**src/rtl/dac_cal_map.vh**
```
// Register map, field positions, reset values and timing counts.
`ifndef DAC_CAL_MAP_VH
`define DAC_CAL_MAP_VH
`define ADDR_IRQ          5'h01
`define ADDR_CUR_HIGH     5'h02
`define ADDR_CUR_LOW      5'h03
`define ADDR_SETUP_HOLD   5'h04
`define ADDR_SAMPLE_STAT  5'h05
`define ADDR_INPUT_CTRL   5'h06
`define ADDR_FIFO_STAT    5'h07
`define ADDR_FIFO_CTRL    5'h08
`define RST_FULL_SCALE    10'h200
`define RST_ZERO4         4'h0
`define FILTER_MAX        4'hc
`define FRAC_BITS         12
`define FRAC_ZERO         12'h000
`define FIFO_POS_LO       3'h0
`define FIFO_POS_LO2      3'h1
`define FIFO_POS_HI2      3'h6
`define FIFO_POS_HI       3'h7
`define FIFO_POS_MID      3'h4
`define SPI_INSTR_LAST    4'h7
`define SPI_DATA_LAST     4'hf
`define SPI_RD_BIT        7
`endif

```
**src/rtl/dac_timing_calibration_regs.v**
```verilog
// Serial-port register bank with input-timing and FIFO pointer controllers.
`timescale 1ns/1ns
`include "dac_cal_map.vh"
module dac_timing_calibration_regs (
	input  wire       core_clk,
	input  wire       srst,
	input  wire       spi_cs_n,
	input  wire       spi_sclk,
	input  wire       spi_sdi,
	output reg        spi_sdo,
	output reg        spi_sdo_en_n,
	output reg        irq_n,
	output reg  [9:0] full_scale_code,
	output reg        output_sleep,
	output reg        output_current_off,
	output reg  [3:0] meas_setup_delay,
	output reg  [3:0] meas_hold_delay,
	output reg  [3:0] sample_delay,
	output reg  [1:0] read_pointer_offset,
	output reg        input_meas_run,
	output reg        fifo_meas_run,
	input  wire       input_meas_done,
	input  wire [3:0] input_meas_delay,
	input  wire [3:0] input_meas_setup,
	input  wire [3:0] input_meas_hold,
	input  wire       input_phase_ok,
	input  wire       input_over_limit,
	input  wire       input_under_limit,
	input  wire       fifo_meas_done,
	input  wire [2:0] fifo_meas_pos,
	input  wire       fifo_sync_error
);

	reg        sclk_q;
	reg  [3:0] bit_cnt_q;
	reg        done_q;
	reg  [7:0] instr_q;
	reg  [7:0] shift_q;
	reg  [7:0] rd_shift_q;
	reg        reading_q;
	reg  [7:0] rdata;

	reg  [9:0] fsc_q;
	reg        sleep_q;
	reg  [3:0] wr_setup_q;
	reg  [3:0] wr_hold_q;
	reg  [3:0] wr_sd_q;
	reg  [3:0] auto_setup_q;
	reg  [3:0] auto_hold_q;
	reg  [3:0] auto_sd_q;
	reg        in_surv_q;
	reg        in_auto_q;
	reg  [3:0] in_flt_q;
	reg  [1:0] in_thr_q;
	reg        in_changed_q;
	reg  [3:0] in_prev_q;
	reg        phase_ok_q;
	reg        over_q;
	reg        under_q;
	reg [15:0] in_acc_q;
	reg        in_run_q;

	reg  [1:0] wr_ofs_q;
	reg  [1:0] auto_ofs_q;
	reg        f_surv_q;
	reg        f_auto_q;
	reg  [3:0] f_flt_q;
	reg        f_thr_q;
	reg  [3:0] f_stat_q;
	reg        f_valid_q;
	reg        f_changed_q;
	reg [14:0] f_acc_q;
	reg        f_run_q;

	reg        ie_in_q;
	reg        ie_f_q;
	reg        pend_in_q;
	reg        pend_f_q;

	wire sclk_rise = spi_sclk & ~sclk_q;
	wire sclk_fall = ~spi_sclk & sclk_q;
	wire instr_done = sclk_rise & ~done_q & (bit_cnt_q == `SPI_INSTR_LAST);
	wire data_done = sclk_rise & ~done_q & (bit_cnt_q == `SPI_DATA_LAST);
	wire [7:0] wdata = {shift_q[6:0], spi_sdi};
	wire wr = data_done & ~instr_q[`SPI_RD_BIT];
	wire [4:0] waddr = instr_q[4:0];
	wire wr_irq = wr && (waddr == `ADDR_IRQ);
	wire wr_in_ctrl = wr && (waddr == `ADDR_INPUT_CTRL);
	wire wr_f_ctrl = wr && (waddr == `ADDR_FIFO_CTRL);

	// Filtered input delay: four integer bits over twelve fraction bits.
	wire [3:0] in_len = (in_flt_q > `FILTER_MAX) ? `FILTER_MAX :
		in_flt_q;
	wire [15:0] in_target = {input_meas_delay, `FRAC_ZERO};
	wire signed [16:0] in_delta = $signed({1'b0, in_target}) -
		$signed({1'b0, in_acc_q});
	wire signed [16:0] in_step = in_delta >>> in_len;
	wire [15:0] in_acc_d = in_acc_q + in_step[15:0];
	wire [3:0] in_filt = in_acc_d[15:`FRAC_BITS];
	wire [3:0] in_cur = in_auto_q ? auto_sd_q : wr_sd_q;
	wire [3:0] in_dist = (in_filt > in_cur) ? in_filt - in_cur :
		in_cur - in_filt;
	wire in_drift = in_dist > {2'b00, in_thr_q};

	wire [14:0] f_target = {fifo_meas_pos, `FRAC_ZERO};
	wire signed [15:0] f_delta = $signed({1'b0, f_target}) -
		$signed({1'b0, f_acc_q});
	wire signed [15:0] f_step = f_delta >>> f_flt_q;
	wire [14:0] f_acc_d = f_acc_q + f_step[14:0];
	wire [2:0] f_filt = f_acc_d[14:`FRAC_BITS];
	wire f_edge = (f_filt == `FIFO_POS_LO) || (f_filt == `FIFO_POS_HI);
	wire f_near = (f_filt == `FIFO_POS_LO2) || (f_filt == `FIFO_POS_HI2);
	wire f_drift = f_edge | (f_thr_q & f_near);
	wire [2:0] f_shift = `FIFO_POS_MID - f_filt;
	wire [1:0] f_ofs_cur = f_auto_q ? auto_ofs_q : wr_ofs_q;
	wire [1:0] f_ofs_new = f_ofs_cur + f_shift[1:0];

	wire in_ev = input_meas_done & in_run_q & in_surv_q & in_drift;
	wire f_ev = fifo_meas_done & f_run_q & f_surv_q & f_drift;

	always @* begin
		rdata = 8'h00;
		if (waddr == `ADDR_IRQ) begin
			rdata = {pend_in_q, pend_f_q, 2'b00, ie_in_q, ie_f_q, 2'b00};
		end else if (waddr == `ADDR_CUR_HIGH) begin
			rdata = {sleep_q, 5'h00, fsc_q[9:8]};
		end else if (waddr == `ADDR_CUR_LOW) begin
			rdata = fsc_q[7:0];
		end else if (waddr == `ADDR_SETUP_HOLD) begin
			rdata = in_auto_q ? {auto_setup_q, auto_hold_q} :
				{wr_setup_q, wr_hold_q};
		end else if (waddr == `ADDR_SAMPLE_STAT) begin
			rdata = {in_cur, in_changed_q, over_q, under_q,
				phase_ok_q};
		end else if (waddr == `ADDR_INPUT_CTRL) begin
			rdata = {in_surv_q, in_auto_q, in_flt_q, in_thr_q};
		end else if (waddr == `ADDR_FIFO_STAT) begin
			rdata = {f_stat_q, f_valid_q, f_changed_q, f_ofs_cur};
		end else if (waddr == `ADDR_FIFO_CTRL) begin
			rdata = {f_surv_q, f_auto_q, f_flt_q, 1'b0, f_thr_q};
		end
	end

	// Serial port: sampled on rising clock, shifted out on falling clock.
	always @(posedge core_clk) begin
		if (srst) begin
			sclk_q <= 1'b0;
			bit_cnt_q <= 4'h0;
			done_q <= 1'b0;
			instr_q <= 8'h00;
			shift_q <= 8'h00;
			rd_shift_q <= 8'h00;
			reading_q <= 1'b0;
			spi_sdo <= 1'b0;
			spi_sdo_en_n <= 1'b1;
		end else begin
			sclk_q <= spi_sclk;
			if (spi_cs_n) begin
				bit_cnt_q <= 4'h0;
				done_q <= 1'b0;
				reading_q <= 1'b0;
				spi_sdo_en_n <= 1'b1;
			end else begin
				if (sclk_rise && !done_q) begin
					shift_q <= wdata;
					bit_cnt_q <= bit_cnt_q + 4'h1;
					if (data_done)
						done_q <= 1'b1;
				end
				if (instr_done) begin
					instr_q <= wdata;
					reading_q <= wdata[`SPI_RD_BIT];
				end
				if (reading_q && instr_done == 1'b0 &&
					bit_cnt_q == (`SPI_INSTR_LAST + 4'h1) &&
					rd_shift_q == 8'h00 && spi_sdo_en_n) begin
					rd_shift_q <= rdata;
				end
				if (sclk_fall && reading_q) begin
					if (spi_sdo_en_n) begin
						spi_sdo <= rdata[7];
						rd_shift_q <= {rdata[6:0], 1'b0};
						spi_sdo_en_n <= 1'b0;
					end else begin
						spi_sdo <= rd_shift_q[7];
						rd_shift_q <= {rd_shift_q[6:0], 1'b0};
					end
				end
			end
		end
	end

	// Plain written registers and interrupt enables.
	always @(posedge core_clk) begin
		if (srst) begin
			fsc_q <= `RST_FULL_SCALE;
			sleep_q <= 1'b0;
			wr_setup_q <= `RST_ZERO4;
			wr_hold_q <= `RST_ZERO4;
			wr_sd_q <= `RST_ZERO4;
			in_surv_q <= 1'b0;
			in_auto_q <= 1'b0;
			in_flt_q <= `RST_ZERO4;
			in_thr_q <= 2'b00;
			wr_ofs_q <= 2'b00;
			f_surv_q <= 1'b0;
			f_auto_q <= 1'b0;
			f_flt_q <= `RST_ZERO4;
			f_thr_q <= 1'b0;
			ie_in_q <= 1'b0;
			ie_f_q <= 1'b0;
		end else if (wr) begin
			if (waddr == `ADDR_IRQ) begin
				ie_in_q <= wdata[3];
				ie_f_q <= wdata[2];
			end else if (waddr == `ADDR_CUR_HIGH) begin
				sleep_q <= wdata[7];
				fsc_q[9:8] <= wdata[1:0];
			end else if (waddr == `ADDR_CUR_LOW) begin
				fsc_q[7:0] <= wdata;
			end else if (waddr == `ADDR_SETUP_HOLD) begin
				wr_setup_q <= wdata[7:4];
				wr_hold_q <= wdata[3:0];
			end else if (waddr == `ADDR_SAMPLE_STAT) begin
				wr_sd_q <= wdata[7:4];
			end else if (waddr == `ADDR_INPUT_CTRL) begin
				in_surv_q <= wdata[7];
				in_auto_q <= wdata[6];
				in_flt_q <= wdata[5:2];
				in_thr_q <= wdata[1:0];
			end else if (waddr == `ADDR_FIFO_STAT) begin
				wr_ofs_q <= wdata[1:0];
			end else if (waddr == `ADDR_FIFO_CTRL) begin
				f_surv_q <= wdata[7];
				f_auto_q <= wdata[6];
				f_flt_q <= wdata[5:2];
				f_thr_q <= wdata[0];
			end
		end
	end

	// Input-timing controller.
	always @(posedge core_clk) begin
		if (srst) begin
			in_run_q <= 1'b0;
			in_acc_q <= 16'h0000;
			auto_sd_q <= `RST_ZERO4;
			auto_setup_q <= `RST_ZERO4;
			auto_hold_q <= `RST_ZERO4;
			in_prev_q <= `RST_ZERO4;
			in_changed_q <= 1'b0;
			phase_ok_q <= 1'b0;
		end else begin
			if (wr_in_ctrl)
				in_run_q <= 1'b1;
			else if (input_meas_done && !in_surv_q && !in_auto_q)
				in_run_q <= 1'b0;
			if (input_meas_done && in_run_q) begin
				in_acc_q <= in_acc_d;
				in_prev_q <= input_meas_delay;
				in_changed_q <= (input_meas_delay != in_prev_q);
				phase_ok_q <= input_phase_ok;
				auto_setup_q <= input_meas_setup;
				auto_hold_q <= input_meas_hold;
				if (in_auto_q && in_drift)
					auto_sd_q <= in_filt;
			end
		end
	end

	// FIFO pointer controller.
	always @(posedge core_clk) begin
		if (srst) begin
			f_run_q <= 1'b0;
			f_acc_q <= 15'h0000;
			f_stat_q <= 4'h0;
			f_valid_q <= 1'b0;
			f_changed_q <= 1'b0;
			auto_ofs_q <= 2'b00;
		end else begin
			if (wr_f_ctrl)
				f_run_q <= 1'b1;
			else if (fifo_meas_done && !f_surv_q && !f_auto_q)
				f_run_q <= 1'b0;
			if (fifo_meas_done && f_run_q) begin
				f_acc_q <= f_acc_d;
				f_stat_q <= {fifo_sync_error, fifo_meas_pos};
				f_valid_q <= 1'b1;
				f_changed_q <= f_surv_q && f_valid_q &&
					({fifo_sync_error, fifo_meas_pos} != f_stat_q);
				if (f_auto_q && f_drift)
					auto_ofs_q <= f_ofs_new;
			end
		end
	end

	// Pending interrupts: a zero enable clears and blocks its source.
	always @(posedge core_clk) begin
		if (srst) begin
			pend_in_q <= 1'b0;
			pend_f_q <= 1'b0;
		end else begin
			if (wr_irq && !wdata[3])
				pend_in_q <= 1'b0;
			else if (ie_in_q && in_ev)
				pend_in_q <= 1'b1;
			if (wr_irq && !wdata[2])
				pend_f_q <= 1'b0;
			else if (ie_f_q && f_ev)
				pend_f_q <= 1'b1;
		end
	end

	// Registered outputs.
	always @(posedge core_clk) begin
		if (srst) begin
			irq_n <= 1'b1;
			full_scale_code <= `RST_FULL_SCALE;
			output_sleep <= 1'b0;
			output_current_off <= 1'b0;
			meas_setup_delay <= `RST_ZERO4;
			meas_hold_delay <= `RST_ZERO4;
			sample_delay <= `RST_ZERO4;
			read_pointer_offset <= 2'b00;
			input_meas_run <= 1'b0;
			fifo_meas_run <= 1'b0;
			over_q <= 1'b0;
			under_q <= 1'b0;
		end else begin
			irq_n <= ~((pend_in_q & ie_in_q) | (pend_f_q & ie_f_q));
			full_scale_code <= fsc_q;
			output_sleep <= sleep_q;
			output_current_off <= sleep_q;
			meas_setup_delay <= wr_setup_q;
			meas_hold_delay <= wr_hold_q;
			sample_delay <= in_cur;
			read_pointer_offset <= f_ofs_cur;
			input_meas_run <= in_run_q;
			fifo_meas_run <= f_run_q;
			over_q <= input_over_limit;
			under_q <= input_under_limit;
		end
	end

endmodule

```
**config.mk**
```make
export PLATFORM = sky130hd
export DESIGN_NAME = dac_timing_calibration_regs
export DESIGN_NICKNAME = d
export VERILOG_FILES = /design/src/rtl/dac_timing_calibration_regs.v
export VERILOG_INCLUDE_DIRS = /design/src /design/src/rtl
export SDC_FILE = /design/constraint.sdc
export NUM_CORES = 1
export LEC_CHECK = 0
export BUFFER_PORTS_ARGS = -buffer_cell sky130_fd_sc_hd__buf_2
export CORE_AREA = 2 2 250 129
export CTS_BUF_LIST = sky130_fd_sc_hd__clkbuf_2
export CTS_CLUSTER_DIAMETER = 50
export DETAILED_ROUTE_END_ITERATION = 10
export DIE_AREA = 0 0 252 131
export SYNTH_ARGS = -nofsm -noshare
export SYNTH_HDL_FRONTEND = slang
export SYNTH_SLANG_ARGS = --single-unit
```
**constraint.sdc**
```tcl
create_clock -name core_clk -period 10.4 [get_ports core_clk]
set_clock_uncertainty 0.05 [all_clocks]
set_input_delay 1.04 -clock core_clk [delete_from_list [all_inputs] [get_ports core_clk]]
set_output_delay 1.04 -clock core_clk [all_outputs]
set_load 0.01 [all_outputs]
```
==> flow_metrics.env, run 1 <==
export IMPL_outcome="completed"
export IMPL_cts_max_level=4
export IMPL_antenna_found_initial=0
export IMPL_drive_gt1_share_pct=10.2
export IMPL_wl_met1_um=16400
export IMPL_fin_total_pwr_mw=1.04
export IMPL_post_route_period_util_pct=84.3
export IMPL_start_kind="flip-flop"
export IMPL_timing_fmax_mhz=114
export IMPL_seq_area_frac_synth_pct=30.6
export IMPL_die_w_um=252
export IMPL_netSwitchingFraction_pct=29.5
export IMPL_synth_top_cell_by_area="dfxtp_1"
export IMPL_wirelength_um=31400
export IMPL_p_seq_share_pct=60.8
export IMPL_p_leak_nw=4.49
export IMPL_path_class="flip-flop to flip-flop"
export IMPL_setup_tns_ns=0
export IMPL_die_area_um2=33000
export IMPL_fp_dieH_um=131
export IMPL_clkTransAtPathRegs_ns=0.26
export IMPL_worstPathArrival_ns=9.40
export IMPL_grt_max_degree=91
export IMPL_yosysTopAreaCellShare_pct=30.6
export IMPL_core_um2=31000
export IMPL_rsz0062_at_grt="no"
export IMPL_gr_usage_all_layers_pct=18.8
export IMPL_ant_nets=0
export IMPL_synthTopCellsByCount="176 x nand2_1, 163 x dfxtp_1, 139 x a21oi_1"
export IMPL_tightest_slew_ns=1.16
export IMPL_avgSynthCellArea_um2=7.93
export IMPL_crit_slowest_cell="dfxtp_1"
export IMPL_hold_class="primary input to flip-flop"
export IMPL_synth_seq_cells=163
export IMPL_seq_area_um2=3260
export IMPL_max_stage_delay_ns=1.03
export IMPL_nFillCells=3203
export IMPL_max_clock_path_buffers=2
export IMPL_wl_met2_um=11600
export IMPL_vias=9553
export IMPL_detail_route_wl_per_cell_um=17.9
export IMPL_syn_to_final_growth_pct=6.38
export IMPL_drt_first_pass_iters=5
export IMPL_cts_resized=0
export IMPL_multi_input_area_um2=6850
export IMPL_synth_warnings=0
export IMPL_num_antenna_cells=0
export IMPL_final_min_clock_period_ns=8.77
export IMPL_grt_pass1_wl_um=48100
export IMPL_final_max_slew_violation_count=0
export IMPL_num_io_pins=57
export IMPL_insertion_delay_ns=0.79
export IMPL_p_int_mw=0.730
export IMPL_syn_inst=1346
export IMPL_drc=0
export IMPL_cts_sinks=163
export IMPL_synthesis_nets=1427
export IMPL_rows=46
export IMPL_synth_edf_count=0
export IMPL_grt_overflow=0
export IMPL_cts_setup_buffers=0
export IMPL_p_per_area_nw_per_um2=91.2
export IMPL_cap_viol_max_count=0
export IMPL_portBuffers=56
export IMPL_slew_headroom_pct=22.3
export IMPL_initial_core_util_pct=34.5
export IMPL_cp_required_ns=11.03
export IMPL_wl_met3_um=3200
export IMPL_hold_viol=0
export IMPL_grt_pass1_vias=8242
export IMPL_synth_area_leaders="dfxtp_1 31%, mux2i_1 8.9%, a21oi_1 6.5%"
export IMPL_synth_most_common_cell="nand2_1"
export IMPL_top_layer_used="met4"
export IMPL_cts_root_buf="clkbuf_2"
export IMPL_via_per_inst=5.45
export IMPL_cts_tree="yes"
export IMPL_cts_buffers=17
export IMPL_endpoint_kind="flip-flop"
export IMPL_async_flop_share_pct=0
export IMPL_ys_flop_type="dfxtp_1"
export IMPL_gp_congestion=0.913
export IMPL_ir_drop_v=0.0000632
export IMPL_p_clk_share_pct=30.6
export IMPL_critical_path_max_fanout=27
export IMPL_detailed_place_hpwl_um=23700
export IMPL_p_comb_share_pct=8.6
export IMPL_hold_buffers=0
export IMPL_final_nets=1413
export IMPL_p_sw_mw=0.305
export IMPL_syn_area_um2=10700
export IMPL_setup_viol=0
export IMPL_drt_initial_drc_count=873
export IMPL_ys_types=82
flip-flops by register name, summed over array words and instances (netlist names), 6 cells and up:
register,count
f_acc_q,15
fsc_q,10
full_scale_code,10
in_acc_q,16
instr_q,6
rd_shift_q,8
shift_q,7
placed cells by master (no fill, tap or decap), drive strengths merged, types with 8 or more instances in the layout:
master	netlist	routed
o21ai	47	47
a31oi	11	11
o22ai	14	14
and2	16	16
ha	51	51
a211oi	34	34
buf	12	67
a21oi	139	139
mux2	11	11
clkbuf	88	19
xnor2	35	35
nand4	8	8
nor3	25	25
mux2i	95	95
nand3	25	25
dfxtp	163	163
nor4	11	11
nand2	176	176
o21a	8	8
inv	43	46
nor2b	39	39
xor2	19	19
a21o	18	18
nand2b	11	11
nor2	137	137
cell families after synthesis:
group,count (synthesis),share of synthesized area (%)
AO/OA/AOI/OAI,336,20.2
AND/OR/NAND/NOR,483,21.0
multiplexers,111,11.1
XOR/XNOR,55,5.10
adder cells (fa/ha/maj),55,6.73
buffers and inverters,143,5.22
flip-flops,163,30.6
stage by stage:
| stage | setup slack [ns] | hold slack [ns] | cell area [um^2] | cells | util [%] |
|---|---|---|---|---|---|
| detailed placement | 1.61 | 0.390 | 11200 | 1721 | 36.0 |
| global route | 0.950 | 0.313 | 11400 | 1753 | 36.7 |
| floorplan | 2.80 | 0.376 | 10700 | 1346 | - |
| CTS | 1.78 | 0.347 | 11400 | 1753 | 36.7 |
| finish | 1.63 | 0.421 | 11400 | 1753 | 36.7 |
| global placement | 1.91 | 0.388 | 11200 | 1721 | 36.0 |
path summary, 6_finish.rpt:
path                       from              to  slack (ns)  cells past startpoint
min          input_meas_hold[3]  auto_hold_q[3]        0.42                      3
min reg2reg              done_q          done_q        0.42                      2
max                 in_flt_q[2]    auto_sd_q[3]        1.63                     33
max reg2reg         in_flt_q[2]    auto_sd_q[3]        1.63                     33
per-layer routing:
| metal | vias to the layer above | track usage, % |
|---|---|---|
| met3 | 13 | 5.45 |
| met5 | - | 0 |
| met2 | 397 | 24.1 |
| met4 | 0 | 2.89 |
| li1 | 4723 | - |
| met1 | 4420 | 30.1 |
cell type report:
cell class	count	area share (%)
multi-input cells	1040	60.4
inverters	43	1.42
flip-flops and latches	163	28.7
well taps	408	4.50
clock buffers	19	0.838
repair buffers	67	3.22
clock inverters	13	0.926
critical path, delay by kind of cell, from the launching register on:
family                     cells  cell delay, ns
AOI/OAI and AO/OA             15            3.31
adders and majority gates      5            1.56
buffers and inverters          1            0.08
DFF                            1            1.03
muxes                          4            1.01
and+or+nand+nor                8            1.59
power by group through the flow:
stage          sequential, mW  combinational, mW  clock [mW]
2_1_floorplan           0.640             0.0653           0
3_3_place_gp            0.641             0.0873           0
6_report                0.629             0.0892       0.317
5_1_grt                 0.630             0.0976       0.354
3_5_place_dp            0.641             0.0883           0
4_1_cts                 0.629             0.0887       0.328
Power figures use the tool's default switching activity.
==> inputs of run 2 (changes only) <==
clock period = 7.3 ns   (was 10.4 ns; I/O delays follow)
==> run 2 against run 1 <==
- power increased by 50%
- core utilization increased by 2.0 points
- clock-buffer cell count decreased by 2
- combinational power increased by 78%
- the flow now finishes with violations (setup timing)
- sequential share of layout area decreased by 1.5 points
- largest cell class unchanged
- routed wire length increased by 3.4%
- fmax increased by 18%
- via count increased by 3.2%
- setup slack got worse by 1.7 ns
==> flow_metrics.env, run 2 (synthesis results as in run 1) <==
export IMPL_die_w_um=252
export IMPL_syn_to_final_growth_pct=12.1
export IMPL_p_clk_share_pct=32.0
export IMPL_grt_busiest_layer="met1"
export IMPL_drt_first_pass_iters=5
export IMPL_p_seq_share_pct=57.8
export IMPL_grt_use_met1_pct=31.7
export IMPL_endpoint_kind="flip-flop"
export IMPL_ir_drop_v=0.0000817
export IMPL_vias=9863
export IMPL_final_nets=1466
export IMPL_detail_route_wl_per_cell_um=18.0
export IMPL_p_per_area_nw_per_um2=130
export IMPL_nFillCells=3168
export IMPL_timing_rr_start="in_acc_q[8]"
export IMPL_cts_max_level=4
export IMPL_slew_headroom_pct=19.2
export IMPL_netSwitchingFraction_pct=29.3
export IMPL_timing_fmax_mhz=135
export IMPL_hp_start="input_meas_setup[1]"
export IMPL_start_kind="flip-flop"
export IMPL_seq_area_um2=3270
export IMPL_drive_gt1_share_pct=15.6
export IMPL_cts_tree="yes"
export IMPL_gp_congestion=0.907
export IMPL_p_leak_nw=4.79
export IMPL_cts_root_buf="clkbuf_2"
export IMPL_gr_usage_all_layers_pct=19.4
export IMPL_setup_viol=5
export IMPL_grt_max_degree=83
export IMPL_cp_common_cell="a21oi_2"
export IMPL_clkTransAtPathRegs_ns=0.29
export IMPL_violations="setup timing"
export IMPL_detailed_place_hpwl_um=24400
export IMPL_rsz0062_at_grt="yes"
export IMPL_hold_end="auto_setup_q[1]"
export IMPL_grt_pass1_vias=8636
export IMPL_cts_buffers=17
export IMPL_core_um2=31000
export IMPL_fin_area_um2=12000
export IMPL_grt_pass1_wl_um=50000
export IMPL_num_antenna_cells=0
export IMPL_gr_usage_met2_pct=25.0
export IMPL_max_stage_delay_ns=0.56
export IMPL_p_comb_share_pct=10.2
export IMPL_fp_dieH_um=131
export IMPL_reg_largest_list="in_acc_q x16, f_acc_q x15"
export IMPL_grtUsageMet3_pct=4.50
export IMPL_cts_sinks=163
export IMPL_worstPathArrival_ns=8.00
export IMPL_min_delay_path_depth=3
export IMPL_largest_reg_flops=16
export IMPL_ant_nets=0
export IMPL_initial_core_util_pct=34.5
export IMPL_drc=0
export IMPL_crit_slowest_cell="or4_4"
export IMPL_critical_path_max_fanout=3
export IMPL_max_clock_path_buffers=2
export IMPL_final_min_clock_period_ns=7.42
export IMPL_wirelength_um=32500
export IMPL_regMostFlops="in_acc_q"
export IMPL_pre_cts_slack_ns=-0.327
export IMPL_post_route_period_util_pct=102
export IMPL_reg2reg_slack_ns=-0.12
export IMPL_rows=46
export IMPL_tightest_slew_ns=1.20
export IMPL_layout_commonest_cell="nand2_1"
export IMPL_path_class="flip-flop to flip-flop"
export IMPL_grt_overflow=0
export IMPL_drt_initial_drc_count=1205
export IMPL_via_per_inst=5.46
export IMPL_num_io_pins=57
export IMPL_hold_class="primary input to flip-flop"
export IMPL_multi_input_area_um2=7040
export IMPL_insertion_delay_ns=0.78
export IMPL_p_sw_mw=0.455
export IMPL_portBuffers=56
export IMPL_hold_viol=0
export IMPL_outcome="complete, but fails checks"
export IMPL_cp_required_ns=7.88
export IMPL_final_max_slew_violation_count=0
export IMPL_hold_buffers=0
export IMPL_mostFrequentLayoutCells="176 x nand2_1, 161 x dfxtp_1, 136 x nor2_1, 131 x a21oi_1, 94 x mux2i_1"
export IMPL_dpl_cell_area_um2=11400
export IMPL_fin_ws_ns=-0.116
export IMPL_die_area_um2=33000
export IMPL_r2r_end="pend_in_q"
export IMPL_cap_viol_max_count=0
export IMPL_r2r_cells=32
export IMPL_p_int_mw=1.10
export IMPL_antenna_found_initial=0
## run 2: changes by cell type in the layout (fill, tap and decap cells not counted), sizes merged
cell,before,now
buf,67,120
clkinvlp,4,1
clkinv,6,5
bufinv,0,1
clkbuf,19,17
inv,46,50
## run 2: worst max-delay path: cells and delay by family, from the launching register on
family | cells | cell delay (ns)
simple gates | 6 | 1.56
buf+inv | 2 | 0.23
flops | 1 | 0.39
compound gates | 16 | 3.07
xor+xnor | 1 | 0.14
fa+ha+maj | 5 | 1.38
mux | 2 | 0.46
## run 2: layer usage
metal | vias up | routed length (um)
met5 | - | 0
met2 | 351 | 12200
li1 | 4828 | -
met3 | 26 | 2640
met1 | 4658 | 17400
met4 | 0 | 284
## run 2: cell type report
class | instances | share of cell area, %
repair buffers | 120 | 6.38
well taps | 408 | 4.27
flip-flops and latches | 163 | 27.3
inverters | 43 | 1.35
clock buffers | 17 | 0.711
clock inverters | 14 | 1.21
multi-input cells | 1040 | 58.8
## run 2: power groups by stage
stage	clock network [mW]	registers [mW]	logic (mW)
global route	0.550	0.898	0.173
floorplan	0	0.911	0.0951
CTS	0.514	0.897	0.142
finish	0.496	0.897	0.159
global placement	0	0.913	0.137
detailed placement	0	0.913	0.139
## run 2: how the worst max path moves through the flow
| stage | slack, ns | cells past startpoint | to | from |
|---|---|---|---|---|
| finish | -0.12 | 32 | pend_in_q | in_acc_q[8] |
| global route | -0.44 | 32 | auto_sd_q[1] | in_acc_q[8] |
| CTS | 0.02 | 32 | auto_sd_q[2] | in_acc_q[5] |
| detailed placement | -0.33 | 34 | auto_sd_q[2] | input_meas_delay[1] |
| global placement | -0.07 | 34 | auto_sd_q[0] | input_meas_delay[1] |
| floorplan | 0.04 | 35 | auto_sd_q[0] | in_acc_q[7] |
## run 2: per-stage QoR
step / util, % / hold WS [ns] / total power, mW / std cells / TNS (ns)
final: 38.6 / 0.107 / 1.55 / 1805 / -0.554
after global routing: 38.6 / 0.00788 / 1.62 / 1805 / -2.15
after CTS: 37.8 / 0.0284 / 1.55 / 1789 / 0
after detailed placement: 36.9 / 0.401 / 1.05 / 1757 / -1.54
after global placement: 36.9 / 0.388 / 1.05 / 1757 / -0.302
after floorplan: - / 0.376 / 1.01 / 1346 / 0
## run 2: repair_timing
action | CTS | global route
endpoints found under the hold margin | 0 | 0
gates resized for setup | 3 | 32
pin swaps | 2 | 30
endpoints found under the setup margin | 5 | 5
setup buffers | 1 | 16
==> inputs of run 3 (changes only) <==
CORE_AREA = 2 2 199 162   (was 2 2 250 129)
DIE_AREA = 0 0 201 164   (was 0 0 252 131)
PLACE_DENSITY = 0.54   (was default)
==> run 3 against run 2 <==
- final cell count fell by 0.22%
- fmax rose by 3.1%
- clock power rose by 15%
- the flow now finishes without violations
==> flow_metrics.env, run 3 (synthesis results as in run 1) <==
export IMPL_grt_busiest_layer="met1"
export IMPL_grt_use_met1_pct=27.9
export IMPL_grt_max_degree=79
export IMPL_gr_usage_met2_pct=26.9
export IMPL_core_um2=31000
export IMPL_slew_headroom_pct=21.9
export IMPL_grtUsageMet3_pct=2.30
export IMPL_max_clock_path_buffers=2
export IMPL_grt_pass1_vias=8858
export IMPL_insertion_delay_ns=0.78
export IMPL_cts_max_level=4
export IMPL_ant_nets=0
export IMPL_drt_first_pass_iters=5
export IMPL_via_per_inst=5.36
export IMPL_die_w_um=201
export IMPL_worstPathArrival_ns=7.77
export IMPL_cap_viol_max_count=0
export IMPL_reg_largest_list="in_acc_q x16, f_acc_q x15"
export IMPL_max_stage_delay_ns=0.54
export IMPL_drive_gt1_share_pct=14.1
export IMPL_gp_congestion=0.898
export IMPL_p_per_area_nw_per_um2=136
export IMPL_cp_common_cell="a21oi_2"
export IMPL_timing_fmax_mhz=139
export IMPL_r2r_cells=32
export IMPL_vias=9647
export IMPL_wirelength_um=30400
export IMPL_drt_initial_drc_count=759
export IMPL_p_seq_share_pct=55.6
export IMPL_portBuffers=56
export IMPL_largest_reg_flops=16
export IMPL_final_max_slew_violation_count=0
export IMPL_cpLargestDelayFamily="compound AO/OA/AOI/OAI gates"
export IMPL_hold_class="primary input to flip-flop"
export IMPL_cts_tree="yes"
export IMPL_crit_slowest_cell="or4_4"
export IMPL_p_comb_share_pct=9.0
export IMPL_fin_ws_ns=0.109
export IMPL_cts_buffers=17
export IMPL_regMostFlops="in_acc_q"
export IMPL_fp_dieH_um=164
export IMPL_hp_start="input_under_limit"
export IMPL_initial_core_util_pct=34.4
export IMPL_hold_end="under_q"
export IMPL_ir_drop_v=0.000100
export IMPL_critPathBufInv=2
export IMPL_setup_viol=0
export IMPL_num_io_pins=57
export IMPL_antenna_found_initial=1
export IMPL_grt_pass1_wl_um=48600
export IMPL_critical_path_max_fanout=4
export IMPL_p_sw_mw=0.455
export IMPL_cts_sinks=163
export IMPL_mostFrequentLayoutCells="176 x nand2_1, 162 x dfxtp_1, 137 x nor2_1, 132 x a21oi_1, 94 x mux2i_1"
export IMPL_gr_usage_all_layers_pct=18.3
export IMPL_path_class="flip-flop to flip-flop"
export IMPL_final_min_clock_period_ns=7.19
export IMPL_die_area_um2=33000
export IMPL_cp_required_ns=7.88
export IMPL_p_int_mw=1.16
export IMPL_endpoint_kind="flip-flop"
export IMPL_final_nets=1447
export IMPL_drc=0
export IMPL_layout_commonest_cell="nand2_1"
export IMPL_timing_rr_start="in_acc_q[5]"
export IMPL_p_clk_share_pct=35.4
export IMPL_outcome="completed"
export IMPL_post_route_period_util_pct=98.5
export IMPL_cts_root_buf="clkbuf_2"
export IMPL_rows=58
export IMPL_min_delay_path_depth=2
export IMPL_p_leak_nw=4.71
export IMPL_dpl_cell_area_um2=11400
export IMPL_syn_to_final_growth_pct=11.2
export IMPL_pre_cts_slack_ns=-0.0676
export IMPL_worst_hold_slack_ns=0.113
export IMPL_start_kind="flip-flop"
export IMPL_hold_viol=0
export IMPL_reg2reg_slack_ns=0.11
export IMPL_grt_overflow=0
export IMPL_tightest_slew_ns=1.17
export IMPL_detail_route_wl_per_cell_um=16.9
export IMPL_rsz0062_at_grt="yes"
export IMPL_detailed_place_hpwl_um=22100
export IMPL_r2r_end="auto_sd_q[3]"
export IMPL_fin_area_um2=11900
export IMPL_netSwitchingFraction_pct=28.2
export IMPL_clkTransAtPathRegs_ns=0.26
## run 3: changes by cell type in the layout (fill, tap and decap cells not counted), sizes merged
cell,delta
buf,-19
clkbuf,+1
bufinv,+2
diode,+2
inv,-3
clkinv,+1
## run 3: worst max path at each step
stage	cells past startpoint	endpoint	from	slack (ns)
floorplan	35	auto_sd_q[0]	in_acc_q[7]	0.04
global placement	33	auto_sd_q[1]	input_meas_delay[1]	0.14
detailed placement	34	auto_sd_q[3]	in_acc_q[5]	-0.07
CTS	34	auto_sd_q[3]	in_acc_q[5]	0.0004
global route	32	auto_sd_q[2]	in_acc_q[5]	-0.23
finish	32	auto_sd_q[3]	in_acc_q[5]	0.11
## run 3: per-stage QoR
step	total power, mW	std cells	utilization [%]	TNS [ns]
finish	1.61	1801	38.3	0
CTS	1.62	1796	37.8	0
floorplan	1.01	1346	-	0
global route	1.68	1801	38.3	-1.10
global placement	1.05	1763	36.8	0
detailed placement	1.05	1763	36.8	-0.246
## run 3: power groups by stage
stage	clock, mW	sequential (mW)	combinational [mW]
final	0.572	0.897	0.145
after global routing	0.626	0.898	0.159
after CTS	0.589	0.897	0.139
after detailed placement	0	0.912	0.135
after global placement	0	0.912	0.134
after floorplan	0	0.911	0.0951
## run 3: layer usage
| layer | part of all wire, % | vias to the layer above |
|---|---|---|
| li1 | - | 4821 |
| met1 | 52 | 4532 |
| met2 | 41 | 260 |
| met3 | 4.6 | 34 |
| met4 | 1.9 | 0 |
| met5 | 0 | - |
## run 3: timing repair
item                                    in CTS  in global routing
hold endpoints to repair                     0                  0
pin swaps                                    1                 14
cloned                                       0                  0
gates resized for setup                      3                 26
hold buffers                                 0                  0
setup buffers                                1                  3
endpoints found under the setup margin       5                  5
## run 3: final cells by class
cell class / count / area [um^2]
Inverter: 43 / 161
Clock buffer: 18 / 90.1
Clock inverter: 14 / 198
Fill cell: 3251 / 19100
Timing Repair Buffer: 101 / 621
Multi-Input combinational cell: 1040 / 7000
Tap cell: 420 / 526
Sequential cell: 163 / 3260
Antenna cell: 2 / 5.00
